`config.mk`:
```
export PLATFORM = sky130hd
export DESIGN_NAME = wdls_lock_status
export DESIGN_NICKNAME = d
export VERILOG_FILES = /design/src/inc/wdls_pkg.sv /design/src/verilog/wdls_count.sv /design/src/verilog/wdls_lock_status.sv
export SDC_FILE = /design/constraint.sdc
export NUM_CORES = 1
export LEC_CHECK = 0
export BUFFER_PORTS_ARGS = -buffer_cell sky130_fd_sc_hd__clkbuf_2
export CAP_MARGIN = 20
export CORE_ASPECT_RATIO = 1.4
export CORE_UTILIZATION = 53
export DETAILED_ROUTE_END_ITERATION = 16
export PLACE_DENSITY_LB_ADDON = 0.15
export SETUP_SLACK_MARGIN = 0.02
export SYNTH_ARGS = -nofsm -noshare
export SYNTH_HDL_FRONTEND = slang
export SYNTH_SLANG_ARGS = --single-unit
```
`constraint.sdc`:
```
create_clock -name sys_clk -period 7.7 [get_ports sys_clk]
set_input_delay 1.155 -clock sys_clk [delete_from_list [all_inputs] [get_ports sys_clk]]
set_output_delay 1.155 -clock sys_clk [all_outputs]
set_load 0.005 [all_outputs]
```
`src/inc/wdls_pkg.sv`:
```
package wdls_pkg;

  // register map, byte addresses on the plain register port
  localparam int unsigned     ADDR_W     = 8;
  localparam int unsigned     DATA_W     = 32;
  localparam logic [7:0]      OFS_RELOAD = 8'h00;
  localparam logic [7:0]      OFS_VALUE  = 8'h04;
  localparam logic [7:0]      OFS_CTRL   = 8'h08;
  localparam logic [7:0]      OFS_CLEAR  = 8'h0C;
  localparam logic [7:0]      OFS_STATUS = 8'h10;
  localparam logic [7:0]      OFS_LOCK   = 8'h14;
  localparam logic [7:0]      OFS_EVT    = 8'h18;
  localparam logic [7:0]      OFS_EMASK  = 8'h1C;

  // access keys
  localparam logic [31:0]     KEY_FIRST  = 32'h1ACCE551;
  localparam logic [31:0]     KEY_SECOND = 32'hE5331AAE;

  // lock register read values
  localparam logic [31:0]     LOCK_RD_LOCKED = 32'h00000001;
  localparam logic [31:0]     LOCK_RD_OPEN   = 32'h00000000;

  // control fields
  localparam int unsigned     CTL_W          = 2;
  localparam int unsigned     CTL_IRQEN_BIT  = 0;
  localparam int unsigned     CTL_RSTEN_BIT  = 1;
  localparam logic [1:0]      CTL_RST        = 2'h3;

  // status field
  localparam int unsigned     STAT_FLAG_BIT  = 0;
  localparam logic [6:0]      STAT_UPPER     = 7'h00;

  // clear port width
  localparam int unsigned     CLR_W          = 8;
  localparam logic [7:0]      CLR_BYTE_RST   = 8'h00;

  // event status and mask
  localparam int unsigned     EVT_W          = 3;
  localparam int unsigned     EVT_EXPIRE     = 0;
  localparam int unsigned     EVT_BADKEY     = 1;
  localparam int unsigned     EVT_BADCLR     = 2;
  localparam logic [2:0]      EVT_RST        = 3'h0;
  localparam logic [2:0]      EMASK_RST      = 3'h0;

  // counter reload default
  localparam logic [31:0]     RELOAD_RST     = 32'h0000FFFF;
  localparam logic [31:0]     RDATA_RST      = 32'h00000000;

  typedef enum logic [1:0] {
    WDLS_LOCKED,
    WDLS_PART,
    WDLS_OPEN
  } wdls_lock_e;

endpackage : wdls_pkg

```
`src/verilog/wdls_count.sv`:
```
`timescale 1ns/10ps
`default_nettype none

module wdls_count
  import wdls_pkg::*;
#(
  parameter int unsigned WIDTH = 32
) (
  // clock and reset
  input  wire logic             sys_clk,
  input  wire logic             rst_b,
  // control
  input  wire logic             run,
  input  wire logic             load,
  input  wire logic [WIDTH-1:0] load_val,
  // state
  output logic      [WIDTH-1:0] count,
  output logic                  expire
);

  logic [WIDTH-1:0] count_r;
  logic [WIDTH-1:0] count_nxt;
  logic             at_zero;

  assign at_zero = (count_r == '0);
  // a load in the same cycle takes priority over expiry
  assign expire  = run & at_zero & ~load;
  assign count   = count_r;

  assign count_nxt = load    ? load_val :
                     expire  ? load_val :
                     run     ? count_r - 1'b1 :
                               count_r;

  always_ff @(posedge sys_clk or negedge rst_b) begin
    if (!rst_b) begin
      count_r <= WIDTH'(RELOAD_RST);
    end else begin
      count_r <= count_nxt;
    end
  end

endmodule : wdls_count

`default_nettype wire

```
`src/verilog/wdls_lock_status.sv`:
```
// Behaviour
// status bit 0 reads one while a watchdog interrupt is pending
// status bits 7:1 always read zero; software writes zeros there
// status register writes change nothing
// only power-on reset initialises status and lock
// first key unlocks every register except control
// second key directly after the first unlocks control too
// any other lock write or value relocks everything; event status and mask writes are never locked
// lock reads zero when unlocked, one when locked
// locked registers stay readable; writes to them are dropped
// clear happens only when second byte is inverse of the first
// every finished clear sequence relocks, good or bad
// interrupt handlers write the lock register first to unlock
// writing zero to the enable bit clears the status flag
// rewriting the reload value clears a pending interrupt
// good clear drops the interrupt and reloads the counter
// after power-on, locked and waiting for the first key
// clear tracker keeps the first byte and compares its inverse
`timescale 1ns/10ps
`default_nettype none

module wdls_lock_status
  import wdls_pkg::*;
#(
  parameter int unsigned CNT_W = 32
) (
  // clock and reset
  input  wire logic              sys_clk,
  input  wire logic              rst_b,
  // register port
  input  wire logic [ADDR_W-1:0] reg_addr,
  input  wire logic [DATA_W-1:0] reg_wdata,
  input  wire logic              reg_wr,
  input  wire logic              reg_rd,
  output logic      [DATA_W-1:0] reg_rdata,
  // watchdog outputs
  output logic                   wdog_irq,
  output logic                   wdog_rst_req,
  // event interrupt
  output logic                   evt_irq,
  // lock state
  output logic                   regs_locked,
  output logic                   ctrl_writable
);

  function automatic logic hit(
    input logic [ADDR_W-1:0] a,
    input logic [ADDR_W-1:0] ofs
  );
    hit = (a == ofs);
  endfunction : hit

  // state registers
  wdls_lock_e        lock_r;
  wdls_lock_e        lock_nxt;
  logic              clr_armed_r;
  logic              clr_armed_nxt;
  logic [CLR_W-1:0]  clr_byte_r;
  logic [CLR_W-1:0]  clr_byte_nxt;
  logic [CTL_W-1:0]  ctl_r;
  logic [CTL_W-1:0]  ctl_nxt;
  logic [CNT_W-1:0]  reload_r;
  logic [CNT_W-1:0]  reload_nxt;
  logic              flag_r;
  logic              flag_nxt;
  logic              rst_req_r;
  logic              rst_req_nxt;
  logic [EVT_W-1:0]  evt_r;
  logic [EVT_W-1:0]  evt_nxt;
  logic [EVT_W-1:0]  emask_r;
  logic [EVT_W-1:0]  emask_nxt;
  logic [DATA_W-1:0] rdata_r;
  logic [DATA_W-1:0] rdata_nxt;

  // address decode
  logic wr_reload;
  logic wr_ctrl;
  logic wr_clear;
  logic wr_lock;
  logic wr_evt;
  logic wr_emask;

  assign wr_reload = reg_wr & hit(reg_addr, OFS_RELOAD);
  assign wr_ctrl   = reg_wr & hit(reg_addr, OFS_CTRL);
  assign wr_clear  = reg_wr & hit(reg_addr, OFS_CLEAR);
  assign wr_lock   = reg_wr & hit(reg_addr, OFS_LOCK);
  assign wr_evt    = reg_wr & hit(reg_addr, OFS_EVT);
  assign wr_emask  = reg_wr & hit(reg_addr, OFS_EMASK);

  // lock qualification
  logic unlocked;
  logic ctl_open;
  logic wr_reload_ok;
  logic wr_ctrl_ok;
  logic wr_clear_ok;

  assign unlocked     = (lock_r != WDLS_LOCKED);
  assign ctl_open     = (lock_r == WDLS_OPEN);
  // writes dropped while locked
  assign wr_reload_ok = wr_reload & unlocked;
  // control stays shut after the first key alone
  assign wr_ctrl_ok   = wr_ctrl & ctl_open;
  assign wr_clear_ok  = wr_clear & unlocked;

  // clear sequence
  logic [CLR_W-1:0] clr_data;
  logic             clr_first;
  logic             clr_second;
  logic             clr_match;

  assign clr_data   = reg_wdata[CLR_W-1:0];
  assign clr_first  = wr_clear_ok & ~clr_armed_r;
  assign clr_second = wr_clear_ok & clr_armed_r;
  // R17: compare with inverse of stored byte
  assign clr_match  = clr_second & (clr_data == ~clr_byte_r);

  // lock sequencer
  logic bad_key;

  always_comb begin
    lock_nxt = lock_r;
    bad_key  = 1'b0;
    if (wr_lock) begin
      if (reg_wdata == KEY_FIRST && lock_r != WDLS_PART) begin
        // first key
        lock_nxt = WDLS_PART;
      end else if (reg_wdata == KEY_SECOND && lock_r == WDLS_PART) begin
        // inverse key right after first
        lock_nxt = WDLS_OPEN;
      end else begin
        // wrong order or value
        lock_nxt = WDLS_LOCKED;
        bad_key  = 1'b1;
      end
    end else if (clr_second) begin
      // relock after clear sequence
      lock_nxt = WDLS_LOCKED;
    end
  end

  // tracker dropped whenever the block relocks
  assign clr_armed_nxt = (lock_nxt == WDLS_LOCKED) ? 1'b0 :
                         clr_first                 ? 1'b1 :
                                                     clr_armed_r;
  assign clr_byte_nxt  = clr_first ? clr_data : clr_byte_r;

  // control register
  logic irq_en;
  logic rst_en;
  logic irq_en_rise;

  assign irq_en      = ctl_r[CTL_IRQEN_BIT];
  assign rst_en      = ctl_r[CTL_RSTEN_BIT];
  assign ctl_nxt     = wr_ctrl_ok ? reg_wdata[CTL_W-1:0] : ctl_r;
  // restart reloads the counter
  assign irq_en_rise = wr_ctrl_ok & reg_wdata[CTL_IRQEN_BIT] & ~irq_en;

  assign reload_nxt  = wr_reload_ok ? reg_wdata[CNT_W-1:0] : reload_r;

  // counter
  logic             cnt_load;
  logic [CNT_W-1:0] cnt_load_val;
  logic [CNT_W-1:0] cnt_value;
  logic             expire;

  // good clear reloads the counter
  assign cnt_load     = wr_reload_ok | clr_match | irq_en_rise;
  assign cnt_load_val = wr_reload_ok ? reg_wdata[CNT_W-1:0] : reload_r;

  wdls_count #(
    .WIDTH    (CNT_W)
  ) u_count (
    .sys_clk  (sys_clk),
    .rst_b    (rst_b),
    .run      (irq_en),
    .load     (cnt_load),
    .load_val (cnt_load_val),
    .count    (cnt_value),
    .expire   (expire)
  );

  // interrupt flag
  logic flag_clr;

  // R14: R15: hardware clearing paths
  assign flag_clr = (wr_ctrl_ok & ~reg_wdata[CTL_IRQEN_BIT]) |
                    wr_reload_ok |
                    clr_match;
  // R3: expiry sets, set beats clear
  assign flag_nxt = expire | (flag_r & ~flag_clr);

  // second expiry with a pending flag asks for reset
  assign rst_req_nxt = expire & flag_r & rst_en;

  // event status, write one to clear
  logic [EVT_W-1:0] evt_set;
  logic [EVT_W-1:0] evt_wclr;

  assign evt_set[EVT_EXPIRE] = expire;
  assign evt_set[EVT_BADKEY] = bad_key;
  assign evt_set[EVT_BADCLR] = clr_second & ~clr_match;
  assign evt_wclr  = wr_evt ? reg_wdata[EVT_W-1:0] : EVT_RST;
  assign emask_nxt = wr_emask ? reg_wdata[EVT_W-1:0] : emask_r;

  genvar gi;
  generate
    for (gi = 0; gi < EVT_W; gi++) begin : g_evt
      assign evt_nxt[gi] = evt_set[gi] | (evt_r[gi] & ~evt_wclr[gi]);
    end
  endgenerate

  // read mux
  logic [DATA_W-1:0] rd_status;
  logic [DATA_W-1:0] rd_lock;
  logic [DATA_W-1:0] rd_mux;

  // R2: flag in bit 0, upper bits zero
  assign rd_status = {{(DATA_W-8){1'b0}}, STAT_UPPER, flag_r};
  // lock read value
  assign rd_lock   = (lock_r == WDLS_LOCKED) ? LOCK_RD_LOCKED : LOCK_RD_OPEN;

  // reads ignore the lock
  assign rd_mux =
    hit(reg_addr, OFS_RELOAD) ? DATA_W'(reload_r) :
    hit(reg_addr, OFS_VALUE)  ? DATA_W'(cnt_value) :
    hit(reg_addr, OFS_CTRL)   ? DATA_W'(ctl_r) :
    hit(reg_addr, OFS_STATUS) ? rd_status :
    hit(reg_addr, OFS_LOCK)   ? rd_lock :
    hit(reg_addr, OFS_EVT)    ? DATA_W'(evt_r) :
    hit(reg_addr, OFS_EMASK)  ? DATA_W'(emask_r) :
                                RDATA_RST;

  // data stands only in the cycle after the strobe
  assign rdata_nxt = reg_rd ? rd_mux : RDATA_RST;

  // R16: power-on reset only, locked and idle
  always_ff @(posedge sys_clk or negedge rst_b) begin
    if (!rst_b) begin
      lock_r <= WDLS_LOCKED;
    end else begin
      lock_r <= lock_nxt;
    end
  end

  always_ff @(posedge sys_clk or negedge rst_b) begin
    if (!rst_b) begin
      clr_armed_r <= 1'b0;
      clr_byte_r  <= CLR_BYTE_RST;
    end else begin
      clr_armed_r <= clr_armed_nxt;
      clr_byte_r  <= clr_byte_nxt;
    end
  end

  always_ff @(posedge sys_clk or negedge rst_b) begin
    if (!rst_b) begin
      ctl_r    <= CTL_RST;
      reload_r <= CNT_W'(RELOAD_RST);
    end else begin
      ctl_r    <= ctl_nxt;
      reload_r <= reload_nxt;
    end
  end

  // flag initialised only by power-on reset
  always_ff @(posedge sys_clk or negedge rst_b) begin
    if (!rst_b) begin
      flag_r    <= 1'b0;
      rst_req_r <= 1'b0;
    end else begin
      flag_r    <= flag_nxt;
      rst_req_r <= rst_req_nxt;
    end
  end

  always_ff @(posedge sys_clk or negedge rst_b) begin
    if (!rst_b) begin
      evt_r   <= EVT_RST;
      emask_r <= EMASK_RST;
    end else begin
      evt_r   <= evt_nxt;
      emask_r <= emask_nxt;
    end
  end

  always_ff @(posedge sys_clk or negedge rst_b) begin
    if (!rst_b) begin
      rdata_r <= RDATA_RST;
    end else begin
      rdata_r <= rdata_nxt;
    end
  end

  // outputs
  assign reg_rdata     = rdata_r;
  assign wdog_irq      = flag_r;
  assign wdog_rst_req  = rst_req_r;
  assign evt_irq       = |(evt_r & emask_r);
  assign regs_locked   = ~unlocked;
  assign ctrl_writable = ctl_open;

endmodule : wdls_lock_status

`default_nettype wire

```
# ---- Yosys cells after proc, flatten, opt, wreduce, memory -nomap -nowiden
# Index checks and enable logic that the tools add are counted.
dict set report word_totals {
  regBits 117
  out_inout_bits 37
  elab_cells 102
}
dict set report classes {
  n_mux 23
  eq_ne 13
  n_reduce_logical 10
  bitwise 44
  add_sub_neg 1
}
# operator n
set op_table {}
lappend op_table {{32-bit 2-to-1 mux} 7}
lappend op_table {{32-bit by 29-bit == test with 1-bit output (second input constant)} 1}
lappend op_table {{32-bit == test (second input constant)} 1}
lappend op_table {{8-bit by 5-bit == test with 1-bit output (second input constant)} 4}
lappend op_table {{32-bit zero test} 1}
lappend op_table {{32-bit by 1-bit subtractor with 32-bit output (second input constant)} 1}
lappend op_table {{1-bit AND} 24}
lappend op_table {{3-bit 2-to-1 mux} 6}
lappend op_table {{8-bit by 4-bit == test with 1-bit output (second input constant)} 2}
lappend op_table {{1-bit inverter} 10}
lappend op_table {{8-bit by 3-bit == test with 1-bit output (second input constant)} 1}
lappend op_table {{8-bit == test} 1}
lappend op_table {{8-bit zero test} 1}
lappend op_table {{2-bit 2-to-1 mux} 4}
lappend op_table {{8-bit inverter} 1}
lappend op_table {{1-bit OR} 8}
lappend op_table {{1-bit 2-to-1 mux} 6}
lappend op_table {{2-bit zero test} 2}
lappend op_table {{2-bit nonzero test} 2}
lappend op_table {{3-bit AND} 1}
lappend op_table {{3-bit nonzero test} 1}
lappend op_table {{3-bit OR reduction} 1}
lappend op_table {{2-bit by 1-bit == test with 1-bit output (second input constant)} 1}
lappend op_table {{2-bit == test (second input constant)} 1}
lappend op_table {{2 further kinds} 3}

# ---- Longest topological paths before layout
# Gate-level depths: netlist of run 1.
dict set report depth {
  depth_word 11
  mapped_depth 11
  ltp_nobuf 8
}

# ---- By module
# Synthesis of run 1 repeated with hierarchy kept, for this count alone.
dict set report unflattened {
  hier_cells 538
  area_unflattened_um2 5830.6
}
# mod area_per_inst_um2 cells_per_inst instances
set by_module_without_submodules {}
lappend by_module_without_submodules {wdls_lock_status 3771.1 302 1}
lappend by_module_without_submodules {wdls_count 2059.5 236 1}

# ---- Worst setup path after synthesis of run 1
# Ideal clock, no wire load.
dict set report synth_timing {
  path_type {in2reg}
  from {input port reg_addr[4]}
  to {register u_count.count_r[4] (netlist: u_count.count[4])}
  t_arrival_ns 3.325
  path_slack_ns 4.291
  required_time_ns 7.616
  path_stages 8
  setup_time_ns 0.084
  path_buffers 2
  path_cell_list {clkbuf_1 > nor4_1 > nand4b_1 > nor2_1 > clkbuf_1 > mux2_2 > o21ai_1 > o2bb2a_1}
}
dict set report synth_via {
  elab_cells_between_ends 21
  classes_between {eq/ne: 2; mux: 3; bitwise: 14; reduce/logical: 2}
}
# item line_no
set synth_rtl {}
lappend synth_rtl {{start: declaration} wdls_lock_status.sv:31} ;# input wire logic [ADDR_W-1:0] reg_addr,
lappend synth_rtl {{8-bit zero test *} wdls_lock_status.sv:50} ;# hit = (a == ofs);
lappend synth_rtl {{1-bit AND *} wdls_lock_status.sv:83} ;# assign wr_reload = reg_wr & hit(reg_addr, OFS_RELOAD);
lappend synth_rtl {{1-bit AND *} wdls_lock_status.sv:100} ;# assign wr_reload_ok = wr_reload & unlocked;
lappend synth_rtl {{32-bit 2-to-1 mux *} wdls_lock_status.sv:168} ;# assign cnt_load_val = wr_reload_ok ? reg_wdata[CNT_W-1:0] : reload_r;
lappend synth_rtl {{via cnt_load_val[4]} wdls_lock_status.sv:162} ;# logic [CNT_W-1:0] cnt_load_val;
lappend synth_rtl {{32-bit 2-to-1 mux} wdls_count.sv:31} ;# expire ? load_val :
lappend synth_rtl {{32-bit 2-to-1 mux *} wdls_count.sv:30} ;# assign count_nxt = load ? load_val :
lappend synth_rtl {{end signal: assignment} wdls_count.sv:37} ;# count_r <= WIDTH'(RELOAD_RST);
lappend synth_rtl {{end signal: assignment} wdls_count.sv:39} ;# count_r <= count_nxt;
lappend synth_rtl {{end: declaration} wdls_count.sv:21} ;# logic [WIDTH-1:0] count_r;
# The timed path passes the listed nets; every way through them passes the cells marked *.
# A chain may end at the register's enable or synchronous reset.

# ---- Worst setup path in the final report of run 1
dict set report layout_timing {
  from {input port reg_addr[4]}
  to {register u_count.count_r[23] (netlist: u_count.count[23])}
}
dict set report layout_via {
  elab_chain_cells 11
  elab_cells_between_ends 21
  classes_between {eq/ne: 2; mux: 3; bitwise: 14; reduce/logical: 2}
}
# item line_no
set layout_rtl {}
lappend layout_rtl {{8-bit by 4-bit == test with 1-bit output} wdls_lock_status.sv:50}
lappend layout_rtl {{1-bit AND} wdls_lock_status.sv:85} ;# assign wr_clear = reg_wr & hit(reg_addr, OFS_CLEAR);
lappend layout_rtl {{1-bit AND} wdls_lock_status.sv:103} ;# assign wr_clear_ok = wr_clear & unlocked;
lappend layout_rtl {{1-bit AND} wdls_lock_status.sv:113} ;# assign clr_second = wr_clear_ok & clr_armed_r;
lappend layout_rtl {{1-bit AND} wdls_lock_status.sv:115} ;# assign clr_match = clr_second & (clr_data == ~clr_byte_r);
lappend layout_rtl {{1-bit OR (2 in a row)} wdls_lock_status.sv:167} ;# assign cnt_load = wr_reload_ok | clr_match | irq_en_rise;
lappend layout_rtl {{1-bit inverter} wdls_count.sv:27} ;# assign expire = run & at_zero & ~load;
lappend layout_rtl {{1-bit AND} wdls_count.sv:27}
lappend layout_rtl {{32-bit 2-to-1 mux} wdls_count.sv:31}
lappend layout_rtl {{32-bit 2-to-1 mux} wdls_count.sv:30}
# Parallel ways exist; a longest one is shown, timed or not.

==> qor.yml, run 1 <==
clock_network:
  insertion_delay_ps: 410
  cts_root_buf: "clkbuf_16"
  cts.sinks: 117
  holdBufCountCts: 0
  cts_made_buffers: 17
  clk_pin_slew_worst_paths_ps: 50
  post_cts_buffers: 0
  cts_tree: "built"
  cts_max_path_buffers: 2
  cts_resized: 0
  h-tree-depth: 4
finish:
  diodes: 0
  areaGrowthSynthToFinish_pct: 18.5
  fin_nets: 692
  drive_gt1_share_pct: 31.2
  final_cell_area_um2: 7200
  final_util_pct: 65.6
yosys:
  yosys_warnings: 0
  synthFlopType: "dfrtp_1"
  yosys-top-cells-area: "dfrtp_1 (34%), dfstp_2 (15%), mux2_2 (8.0%), a22oi_1 (4.6%), mux2i_1 (4.0%)"
  synth_seq_cells: 117
  mappedNetlistArea_um2: 6080
  synth.most_common_cell: "dfrtp_1"
  async_reset_ff_share_pct: 100
  synth_top_cell_area_share_pct: 34.2
  syn_area_per_cell_um2: 10.6
  synthCells: 571
  synth-edff-count: 0
  synth_nets: 616
  synth_commonest_cells: "dfrtp_1 (83), mux2_2 (43), a22oi_1 (37), dfstp_2 (34), nor2b_1 (33)"
  ys_seq_area_share_pct: 48.9
  yosysTopAreaCell: "dfrtp_1"
  yosysUniqueCellTypes: 54
route:
  met2WireLength_um: 7790
  post-route-drc-count: 0
  post_drt_wl_per_cell_um: 19.8
  drt_iter0_drc: 350
  wl_met1_um: 6440
  via_per_inst: 6.30
  route.met3.wl_um: 855
  drt_pass1_iterations: 7
  drt_wl_total_um: 15800
  maxUsedRoutingLayer: "met4"
  vias: 5045
  ant_nets: 0
worst_setup_path:
  reg2regPathDepth: 6
  start_kind: "primary input"
  end_kind: "flop"
  path_max_fanout: 36
  path_class: "in2reg"
  r2r-end: "u_count.count[23]"
  crit_start: "reg_addr[4]"
  arrival_ps: 3610
  required_ps: 8000
  r2r-start: "u_count.count[26]"
  rrSetupSlack_ps: 4620
die:
  pin_count: 81
  core_um2: 11000
  dieWidth_um: 92.5
  die_area_um2: 11900
  row_count: 45
  initial_core_util_pct: 55.3
  die_h_um: 129
power:
  power_frac_seq_pct: 41.4
  p_sw_share_pct: 20.5
  powerDensity_nw_per_um2: 208
  switching_power_uw: 307
  p_int_uw: 1190
  power.leakage_uw: 0.00333
  ir_drop_uv: 144
  p_comb_share_pct: 3.5
  power_frac_clock_pct: 55.0
sta:
  setup_viol: 0
  layout_min_cycle_time_ps: 3310
  fin_tns_setup_ps: 0
  finalCritPeriodShare_pct: 43.0
  slew_violations: 0
  relSlewSlack_pct: 39.9
  fmax_mhz: 302
  tightest_slew_ps: 889
  rsz0062_at_grt: "no"
  finalHoldViolCount: 0
  skew_ps: 6.58
placed_design:
  place_congestion: 0.931
  place_area_um2: 6580
  dp_hpwl_um: 10600
  port_buffers: 80
global_routing:
  antenna_found_initial: 0
  grtUsageTotal_pct: 28.5
  grt_pass1_vias: 5111
  grt_max_degree: 65
  grt_overflow: 0
  grt_pass1_wl_um: 26000
worst_hold_path:
  min_to: "ctl_r[1]"
  holdPathStages: 2
  hold_start: "ctl_r[1]"
  holdCritPathClass: "reg2reg"
flow_run:
  drv_cap: 0
run_status:
  status: "completed"
-- per-layer routing --
metal | vias up | GRT usage, %
met4 | 0 | 16.4
met5 | - | 0
met2 | 201 | 46.5
met1 | 2499 | 35.1
li1 | 2287 | -
met3 | 58 | 5.97
-- layout by cell type, fill, tap and decap left out, drive strengths merged, types with 5 or more instances in the layout --
cell type  count
a21oi         24
a22oi         37
a2bb2oi       11
and3           5
buf           10
clkbuf       101
dfrtp         83
dfstp         34
inv           15
mux2          45
mux2i         24
nand2         32
nand3         18
nand3b         7
nand4         15
nand4b         5
nor2          30
nor2b         33
nor3          10
nor4          11
nor4b          6
nor4bb         8
o21ai         22
o22ai          5
or3            7
xor2           9
-- power groups by stage --
stage | sequential, uW | combinational [uW] | clock [uW]
3_5_place_dp | 631 | 53.6 | 0
2_1_floorplan | 630 | 17.8 | 0
6_report | 621 | 53.2 | 825
3_3_place_gp | 631 | 52.2 | 0
5_1_grt | 621 | 59.0 | 860
4_1_cts | 621 | 53.9 | 833
-- worst max-delay path, stage by stage --
cell      delay [ps]
clkbuf_2         180
nor4_1           540
nand4_1          190
or3_1            570
and3_4           430
mux2_4           350
a32o_1           200
-- registers in the layout (all words and copies together), names as in the netlist --
register / flops
u_count.count: 32
evt_r: 3
clr_byte_r: 8
wdog_rst_req: 1
clr_armed_r: 1
reload_r: 32
reg_rdata: 32
emask_r: 3
wdog_irq: 1
ctl_r: 2
lock_r: 2
-- worst max path at each step --
stage,end,slack [ps]
after floorplan,u_count.count[4],4290
after global placement,u_count.count[23],4070
after detailed placement,u_count.count[23],3980
after CTS,u_count.count[23],4410
after global routing,u_count.count[23],4220
final,u_count.count[23],4390
-- metrics by stage --
stage	total power [uW]	setup slack [ps]	hold slack [ps]	cells
2_1_floorplan	648	4290	464	571
3_3_place_gp	683	4070	488	768
3_5_place_dp	684	3980	496	768
4_1_cts	1510	4410	504	800
5_1_grt	1540	4220	538	801
6_report	1500	4390	504	801
-- layout make-up --
cell class                      count  area [um2]
Timing Repair Buffer               89         468
Inverter                           15        56.3
Clock inverter                     10         155
Multi-Input combinational cell    407        2910
Sequential cell                   117        2970
Clock buffer                       22         464
Fill cell                         887        3780
Tap cell                          141         176
-- kinds of logic (layout without fill, tap and decap cells) --
logic type	after synthesis	in the layout	share of synthesized area, %
simple gates	202	202	19.4
buf+inv	47	136	3.52
flops	117	117	48.9
xor+xnor	9	9	1.30
mux	69	69	12.4
fa+ha+maj	1	1	0.206
compound gates	126	126	14.3
(Power assumes the default switching activity.)
==> inputs of run 2 (changes only) <==
--- a/config.mk
+++ b/config.mk
@@ -5,6 +5,7 @@
 export SDC_FILE = /design/constraint.sdc
 export NUM_CORES = 1
 export LEC_CHECK = 0
+export ABC_AREA = 1
 export BUFFER_PORTS_ARGS = -buffer_cell sky130_fd_sc_hd__clkbuf_2
 export CAP_MARGIN = 20
 export CORE_ASPECT_RATIO = 1.4
==> constraint.sdc (replaced) <==
create_clock -name sys_clk -period 3.4 [get_ports sys_clk]
set_input_delay 0.51 -clock sys_clk [delete_from_list [all_inputs] [get_ports sys_clk]]
set_output_delay 0.51 -clock sys_clk [all_outputs]
set_load 0.005 [all_outputs]
==> run 2 against run 1 <==
Non-clock buffer count increased by 5. Critical path depth increased by 5. Flip-flop and latch count unchanged. Clock power increased by 140%. First-iteration DRC count decreased by 33%. Via count increased by 23%. Synthesized cell count increased by 62%. Largest power group is now sequential cells. Highest routed layer unchanged.
==> qor.yml, run 2 <==
worst_hold_path:
  hold_start: "reg_wdata[19]"
  min_to: "reload_r[19]"
  holdCritPathClass: "in2reg"
  holdPathStages: 3  # +1
yosys:
  yosysTopAreaCell: "dfrtp_1"
  async_reset_ff_share_pct: 100  # unchanged
  synth_top_cell_area_share_pct: 29.9  # -4.3 points
  syn_area_per_cell_um2: 7.49  # -30%
  synthCells: 927  # +62%
  synth.most_common_cell: "nand2_1"
  yosys_warnings: 0  # unchanged
  synth_commonest_cells: "nand2_1 (265), inv_1 (128), dfrtp_1 (83), nor2_1 (81), nand3_1 (63)"
  yosysUniqueCellTypes: 34  # -37%
  ys_seq_area_share_pct: 42.8  # -6.1 points
  synth-edff-count: 0  # unchanged
  synth_nets: 972  # +58%
  mappedNetlistArea_um2: 6940  # +14%
  synth_seq_cells: 117  # unchanged
  yosys-top-cells-area: "dfrtp_1 (30%), nand2_1 (14%), dfstp_2 (13%), inv_1 (6.9%), nand3_1 (4.5%)"
  synthFlopType: "dfrtp_1"
power:
  power.leakage_uw: 0.00389  # +17%
  p_sw_share_pct: 32.6  # +12 points
  powerDensity_nw_per_um2: 645  # +210%
  switching_power_uw: 1690  # +450%
  p_comb_share_pct: 22.5  # +19 points
  power_frac_clock_pct: 37.7  # -17 points
  p_int_uw: 3500  # +190%
  ir_drop_uv: 343  # +140%
  power_frac_seq_pct: 39.8  # -1.6 points
worst_setup_path:
  cp_slowest_cell: "dfstp_2"
  crit_top_cell: "nand2_1"
  start_kind: "flop"
  arrival_ps: 2770  # -840 ps
  critPathBufInv: 3  # +2
  critPathMaxStageDelay_ps: 550  # -20 ps
  rrSetupSlack_ps: 970  # -3650 ps
  r2r-start: "u_count.count[0]"
  path_max_fanout: 18  # -50%
  crit_path_cell_trace: "inv_1, ha_1, nand2_2, nor2_4, nand3_2, inv_2, nand3b_1, nand4_2, buf_4, nand2_1, nand3_1, nand2_1"
  crit_family: "simple AND/OR/NAND/NOR gates"
  r2r-end: "u_count.count[25]"
  end_kind: "flop"
  required_ps: 3740  # -4260 ps
  path_class: "reg2reg"
  reg2regPathDepth: 12  # +6
clock_network:
  cts_root_buf: "clkbuf_16"
  post_cts_buffers: 0  # unchanged
  insertion_delay_ps: 420  # about the same
  cts.sinks: 117  # unchanged
  cts_made_buffers: 17  # unchanged
  clk_pin_slew_worst_paths_ps: 50  # about the same
  h-tree-depth: 4  # unchanged
  cts_max_path_buffers: 2  # unchanged
  cts_tree: "built"
die:
  die_h_um: 137  # +6.8%
  core_um2: 12800  # +17%
  dieWidth_um: 98.7  # +6.8%
  pin_count: 81  # unchanged
  die_area_um2: 13600  # +14%
  initial_core_util_pct: 54.2  # -1.1 points
  row_count: 49  # +8.9%
route:
  via_per_inst: 5.32  # -15%
  drt_pass1_iterations: 7  # unchanged
  drt_wl_total_um: 18200  # +15%
  vias: 6227  # +23%
  drt_iter0_drc: 234  # -33%
  ant_nets: 0  # unchanged
  post-route-drc-count: 0  # unchanged
  post_drt_wl_per_cell_um: 15.6  # -21%
finish:
  fin_nets: 1049  # +52%
  final_common_cell: "nand2_1"
  diodes: 0  # unchanged
  drive_gt1_share_pct: 23.3  # -7.9 points
  areaGrowthSynthToFinish_pct: 15.9
  final_cells: 1170  # +46%
  final_cell_mix: "nand2_1 (265), inv_1 (128), dfrtp_1 (83), nor2_1 (81), clkbuf_2 (79)"
  final_cell_area_um2: 8050  # +12%
  fillCellCount: 1181  # +33%
global_routing:
  grt_pass1_vias: 6132  # +20%
  grt_pass1_wl_um: 29500  # +14%
  grt_max_degree: 65  # unchanged
  grtUsageTotal_pct: 28.5  # -0.059 points
  grt_overflow: 0  # unchanged
  antenna_found_initial: 0  # unchanged
sta:
  tightest_slew_ps: 685  # -205 ps
  slew_violations: 0  # unchanged
  finalHoldViolCount: 0  # unchanged
  fin_tns_setup_ps: 0  # unchanged
  setup_viol: 0  # unchanged
  layout_min_cycle_time_ps: 2430
  finalCritPeriodShare_pct: 71.3
  fmax_mhz: 412
  skew_ps: 10.5  # +3.92 ps
  rsz0062_at_grt: "no"
  relSlewSlack_pct: 53.9  # +14 points
placed_design:
  place_inst: 1137  # +48%
  dp_hpwl_um: 13600  # +28%
  port_buffers: 80  # unchanged
  place_congestion: 0.998  # +7.2%
  place_area_um2: 7390  # +12%
flow_run:
  drv_cap: 0  # unchanged
run_status:
  status: "completed"
[run 2: changes by cell type in the layout (fill, tap and decap cells not counted), sizes merged, moves of 11 or more]
cell | before | now
xnor2 | 0 | 13
a21oi | 24 | 67
a2bb2oi | 11 | 0
mux2i | 24 | 0
nand3 | 18 | 67
mux2 | 45 | 0
nand2 | 32 | 269
a22oi | 37 | 0
nor2b | 33 | 0
inv | 15 | 135
nor2 | 30 | 113
nand4 | 15 | 48
[run 2: power groups by stage]
stage,clock (uW),sequential (uW),combinational [uW]
after floorplan,0,1970,887
after global placement,0,2080,1150
after detailed placement,0,2080,1160
after CTS,1970,2060,1170
after global routing,2030,2120,1330
final,1960,2070,1170
[run 2: logic make-up (layout without fill, tap and decap cells)]
logic type                 count (synthesis)  count (layout)  share of synthesized area, %
and+or+nand+nor                          518             518                          34.0
buffers and inverters                    171             261                          11.0
DFF                                      117             117                          42.8
AOI/OAI and AO/OA                         93              93                          8.59
xor gates and xnor gates                  27              27                          3.41
adders and majority gates                  1               1                         0.180
[run 2: layout make-up]
class / instances / area, um2 / share of cell area, %
clock buffer: 20 / 447 / 5.55
timing repair buffer: 94 / 523 / 6.50
tap: 153 / 191 / 2.38
multi-input combinational: 639 / 3210 / 39.9
clock inverter: 12 / 201 / 2.50
inverter: 135 / 507 / 6.30
sequential: 117 / 2970 / 36.9
[run 2: worst max path at each step]
stage | startpoint | endpoint | slack (ps) | cells after the start
after floorplan | u_count.count[0] | u_count.count[19] | 1540 | 13
after global placement | reg_addr[1] | reg_rdata[20] | 1070 | 9
after detailed placement | u_count.count[0] | u_count.count[17] | 1000 | 13
after CTS | u_count.count[0] | u_count.count[18] | 970 | 13
after global routing | u_count.count[0] | u_count.count[25] | 770 | 12
final | u_count.count[0] | u_count.count[25] | 970 | 12
[run 2: stage by stage]
step	util, %	hold WS, ps	setup WS (ps)	total power, uW
after floorplan	-	214	1540	2860
after global placement	57.7	366	1070	3230
after detailed placement	57.7	368	1000	3240
after CTS	62.8	334	967	5210
after global routing	62.8	355	765	5480
final	62.8	339	975	5190
[run 2: tightest hold or removal path: stages]
cell and delay [ps]:
clkbuf_2 110, a21oi_2 60, inv_1 40
[run 2: metal layers]
| metal | part of all wire [%] | track usage, % |
|---|---|---|
| met1 | 40 | 31.5 |
| met2 | 54 | 54.1 |
| met3 | 2.8 | 4.06 |
| met4 | 2.9 | 12.3 |
| met5 | 0 | 0 |
[run 2: timing repair]
action                                 4_1_cts  5_1_grt
resized for setup                            0        0
endpoints found under the hold margin       11        0
hold buffers                                 1        0
==> inputs of run 3 (changes only) <==
--- a/config.mk
+++ b/config.mk
@@ -5,11 +5,11 @@
 export SDC_FILE = /design/constraint.sdc
 export NUM_CORES = 1
 export LEC_CHECK = 0
-export ABC_AREA = 1
+export ABC_AREA = 0
 export BUFFER_PORTS_ARGS = -buffer_cell sky130_fd_sc_hd__clkbuf_2
 export CAP_MARGIN = 20
 export CORE_ASPECT_RATIO = 1.4
-export CORE_UTILIZATION = 53
+export CORE_UTILIZATION = 52
 export DETAILED_ROUTE_END_ITERATION = 16
 export PLACE_DENSITY_LB_ADDON = 0.15
 export SETUP_SLACK_MARGIN = 0.02
==> constraint.sdc (replaced) <==
create_clock -name sys_clk -period 1.95 [get_ports sys_clk]
set_input_delay 0.2925 -clock sys_clk [delete_from_list [all_inputs] [get_ports sys_clk]]
set_output_delay 0.2925 -clock sys_clk [all_outputs]
set_load 0.005 [all_outputs]
==> run 3 against run 2 <==
Combinational power shrank 77%. Setup slack got worse by 1600 ps. Die area decreased by 11%. Final area up 8.2%. The run now ends with negative setup slack left.
==> qor.yml, run 3 (synthesis results as in run 1) <==
run_status:
  status: "finished with violations"
  violations: "negative setup slack"
route:
  post-route-drc-count: 0  # unchanged
  vias: 5792  # -7.0%
  drt_pass1_iterations: 7  # unchanged
  drt_wl_total_um: 20200  # +11%
  wl_met1_um: 7870  # +7.4%
  ant_nets: 0  # unchanged
  drt_iter0_drc: 391  # +67%
  via_per_inst: 6.08  # +14%
  route.met3.wl_um: 945  # +86%
  maxUsedRoutingLayer: "met4"
  post_drt_wl_per_cell_um: 21.2  # +37%
  met2WireLength_um: 10600  # +8.4%
sta:
  fmax_mhz: 385  # -6.7%
  worst_slack_ps: -649  # -1620 ps
  layout_min_cycle_time_ps: 2600  # +174 ps
  rsz0062_at_grt: "yes"
  finalHoldViolCount: 0  # unchanged
  relSlewSlack_pct: 36.8  # -17 points
  tightest_slew_ps: 947  # +262 ps
  slew_violations: 0  # unchanged
  skew_ps: 18.5  # +8.04 ps
  finalCritPeriodShare_pct: 133  # +62 points
  setup_viol: 35  # +35
finish:
  drive_gt1_share_pct: 47.7  # +24 points
  seq_area_um2: 2970  # unchanged
  final_cell_area_um2: 8710  # +8.2%
  multi_input_comb_area_um2: 3180  # -0.74%
  fin_nets: 841  # -20%
  final_common_cell: "buf_4"
  fillCellCount: 752  # -36%
  areaGrowthSynthToFinish_pct: 43.3
  final_cell_mix: "buf_4 (137), dfrtp_1 (83), clkbuf_2 (79), mux2_2 (40), a22oi_1 (37)"
  final_cells: 953  # -19%
  diodes: 0  # unchanged
  final_util_pct: 76.8  # +14 points
placed_design:
  place_area_um2: 7760  # +5.0%
  place_inst: 911  # -20%
  port_buffers: 80  # unchanged
  dp_hpwl_um: 14000  # +3.1%
  place_congestion: 0.914  # -8.4%
  post-place-ws_ps: -700  # -1700 ps
global_routing:
  grt_pass1_vias: 6019  # -1.8%
  grt_max_degree: 51  # -22%
  grt_overflow: 0  # unchanged
  antenna_found_initial: 0  # unchanged
  grtUsageTotal_pct: 34.6  # +6.1 points
  grt_pass1_wl_um: 31400  # +6.5%
clock_network:
  h-tree-depth: 4  # unchanged
  cts_root_buf: "clkbuf_16"
  cts.sinks: 117  # unchanged
  cts_max_path_buffers: 2  # unchanged
  insertion_delay_ps: 420  # about the same
  cts_tree: "built"
  cts_made_buffers: 17  # unchanged
  clk_pin_slew_worst_paths_ps: 60  # about the same
worst_setup_path:
  end_kind: "flop"
  start_kind: "flop"
  r2r-end: "u_count.count[23]"
  rrSetupSlack_ps: -650  # -1620 ps
  r2r-start: "u_count.count[26]"
  path_max_fanout: 5  # -13
  arrival_ps: 2900  # +130 ps
  required_ps: 2250  # -1490 ps
  path_class: "reg2reg"
  reg2regPathDepth: 6  # -6
worst_hold_path:
  holdCritPathClass: "in2reg"
  holdPathStages: 2  # -1
  hold_start: "reg_wdata[11]"
  min_to: "reload_r[11]"
power:
  power.leakage_uw: 0.00417  # +7.0%
  ir_drop_uv: 648  # +89%
  fin_total_pwr_uw: 5740  # +11%
  powerDensity_nw_per_um2: 659  # +2.2%
die:
  die_area_um2: 12100  # -11%
  dieWidth_um: 93.4  # -5.5%
  die_h_um: 130  # -5.5%
  pin_count: 81  # unchanged
  initial_core_util_pct: 53.6  # -0.61 points
  core_um2: 11300  # -12%
  row_count: 46  # -6.1%
flow_run:
  drv_cap: 0  # unchanged
run 3: routing by layer:
layer / up-vias / track usage, %
met5: - / 0
met4: 0 / 19.5
met3: 55 / 6.35
met1: 2891 / 40.2
li1: 2587 / -
met2: 259 / 59.9
run 3: worst max-delay path by stage:
stage	from	end	slack, ps	cells past startpoint
after floorplan	u_count.count[26]	u_count.count[23]	-780	8
after global placement	u_count.count[26]	u_count.count[26]	-640	9
after detailed placement	u_count.count[0]	u_count.count[0]	-700	10
after CTS	u_count.count[26]	u_count.count[9]	-610	7
after global routing	u_count.count[26]	u_count.count[17]	-690	8
final	u_count.count[26]	u_count.count[23]	-650	6
run 3: worst max-delay path: stages (launching register included):
cell     delay (ps)
dfrtp_1         380
or4_4           550
or3_4           350
or4_4           440
and3_4          250
mux2_4          310
a32o_1          210
run 3: final cells by class:
cell class                      count  share of cell area [%]
Timing Repair Buffer              236                    20.1
Sequential cell                   117                    34.1
Clock inverter                     12                    1.51
Inverter                           15                   0.646
Clock buffer                       20                    5.01
Tap cell                          144                    2.07
Multi-Input combinational cell    409                    36.6
run 3: through the flow:
stage               hold slack (ps)  TNS (ps)
global placement                285    -19860
global route                    171    -20290
detailed placement              293    -24480
floorplan                     -3.09    -20010
CTS                             163    -18040
finish                          172    -18210
run 3: power by group:
part / switching, uW / internal, uW / total [uW] / leakage [uW]
clock network: 1150 / 1880 / 3020 / 0.000278
logic: 156 / 112 / 268 / 0.00240
registers: 7.46 / 2440 / 2450 / 0.00149
run 3: timing repair:
item / CTS / global route
cloned: 3 / 0
setup endpoints to repair: 35 / 38
pin swaps: 13 / 12
setup buffers: 3 / 3
gates resized for setup: 29 / 28
hold endpoints to repair: 18 / 0
hold buffers: 1 / 0
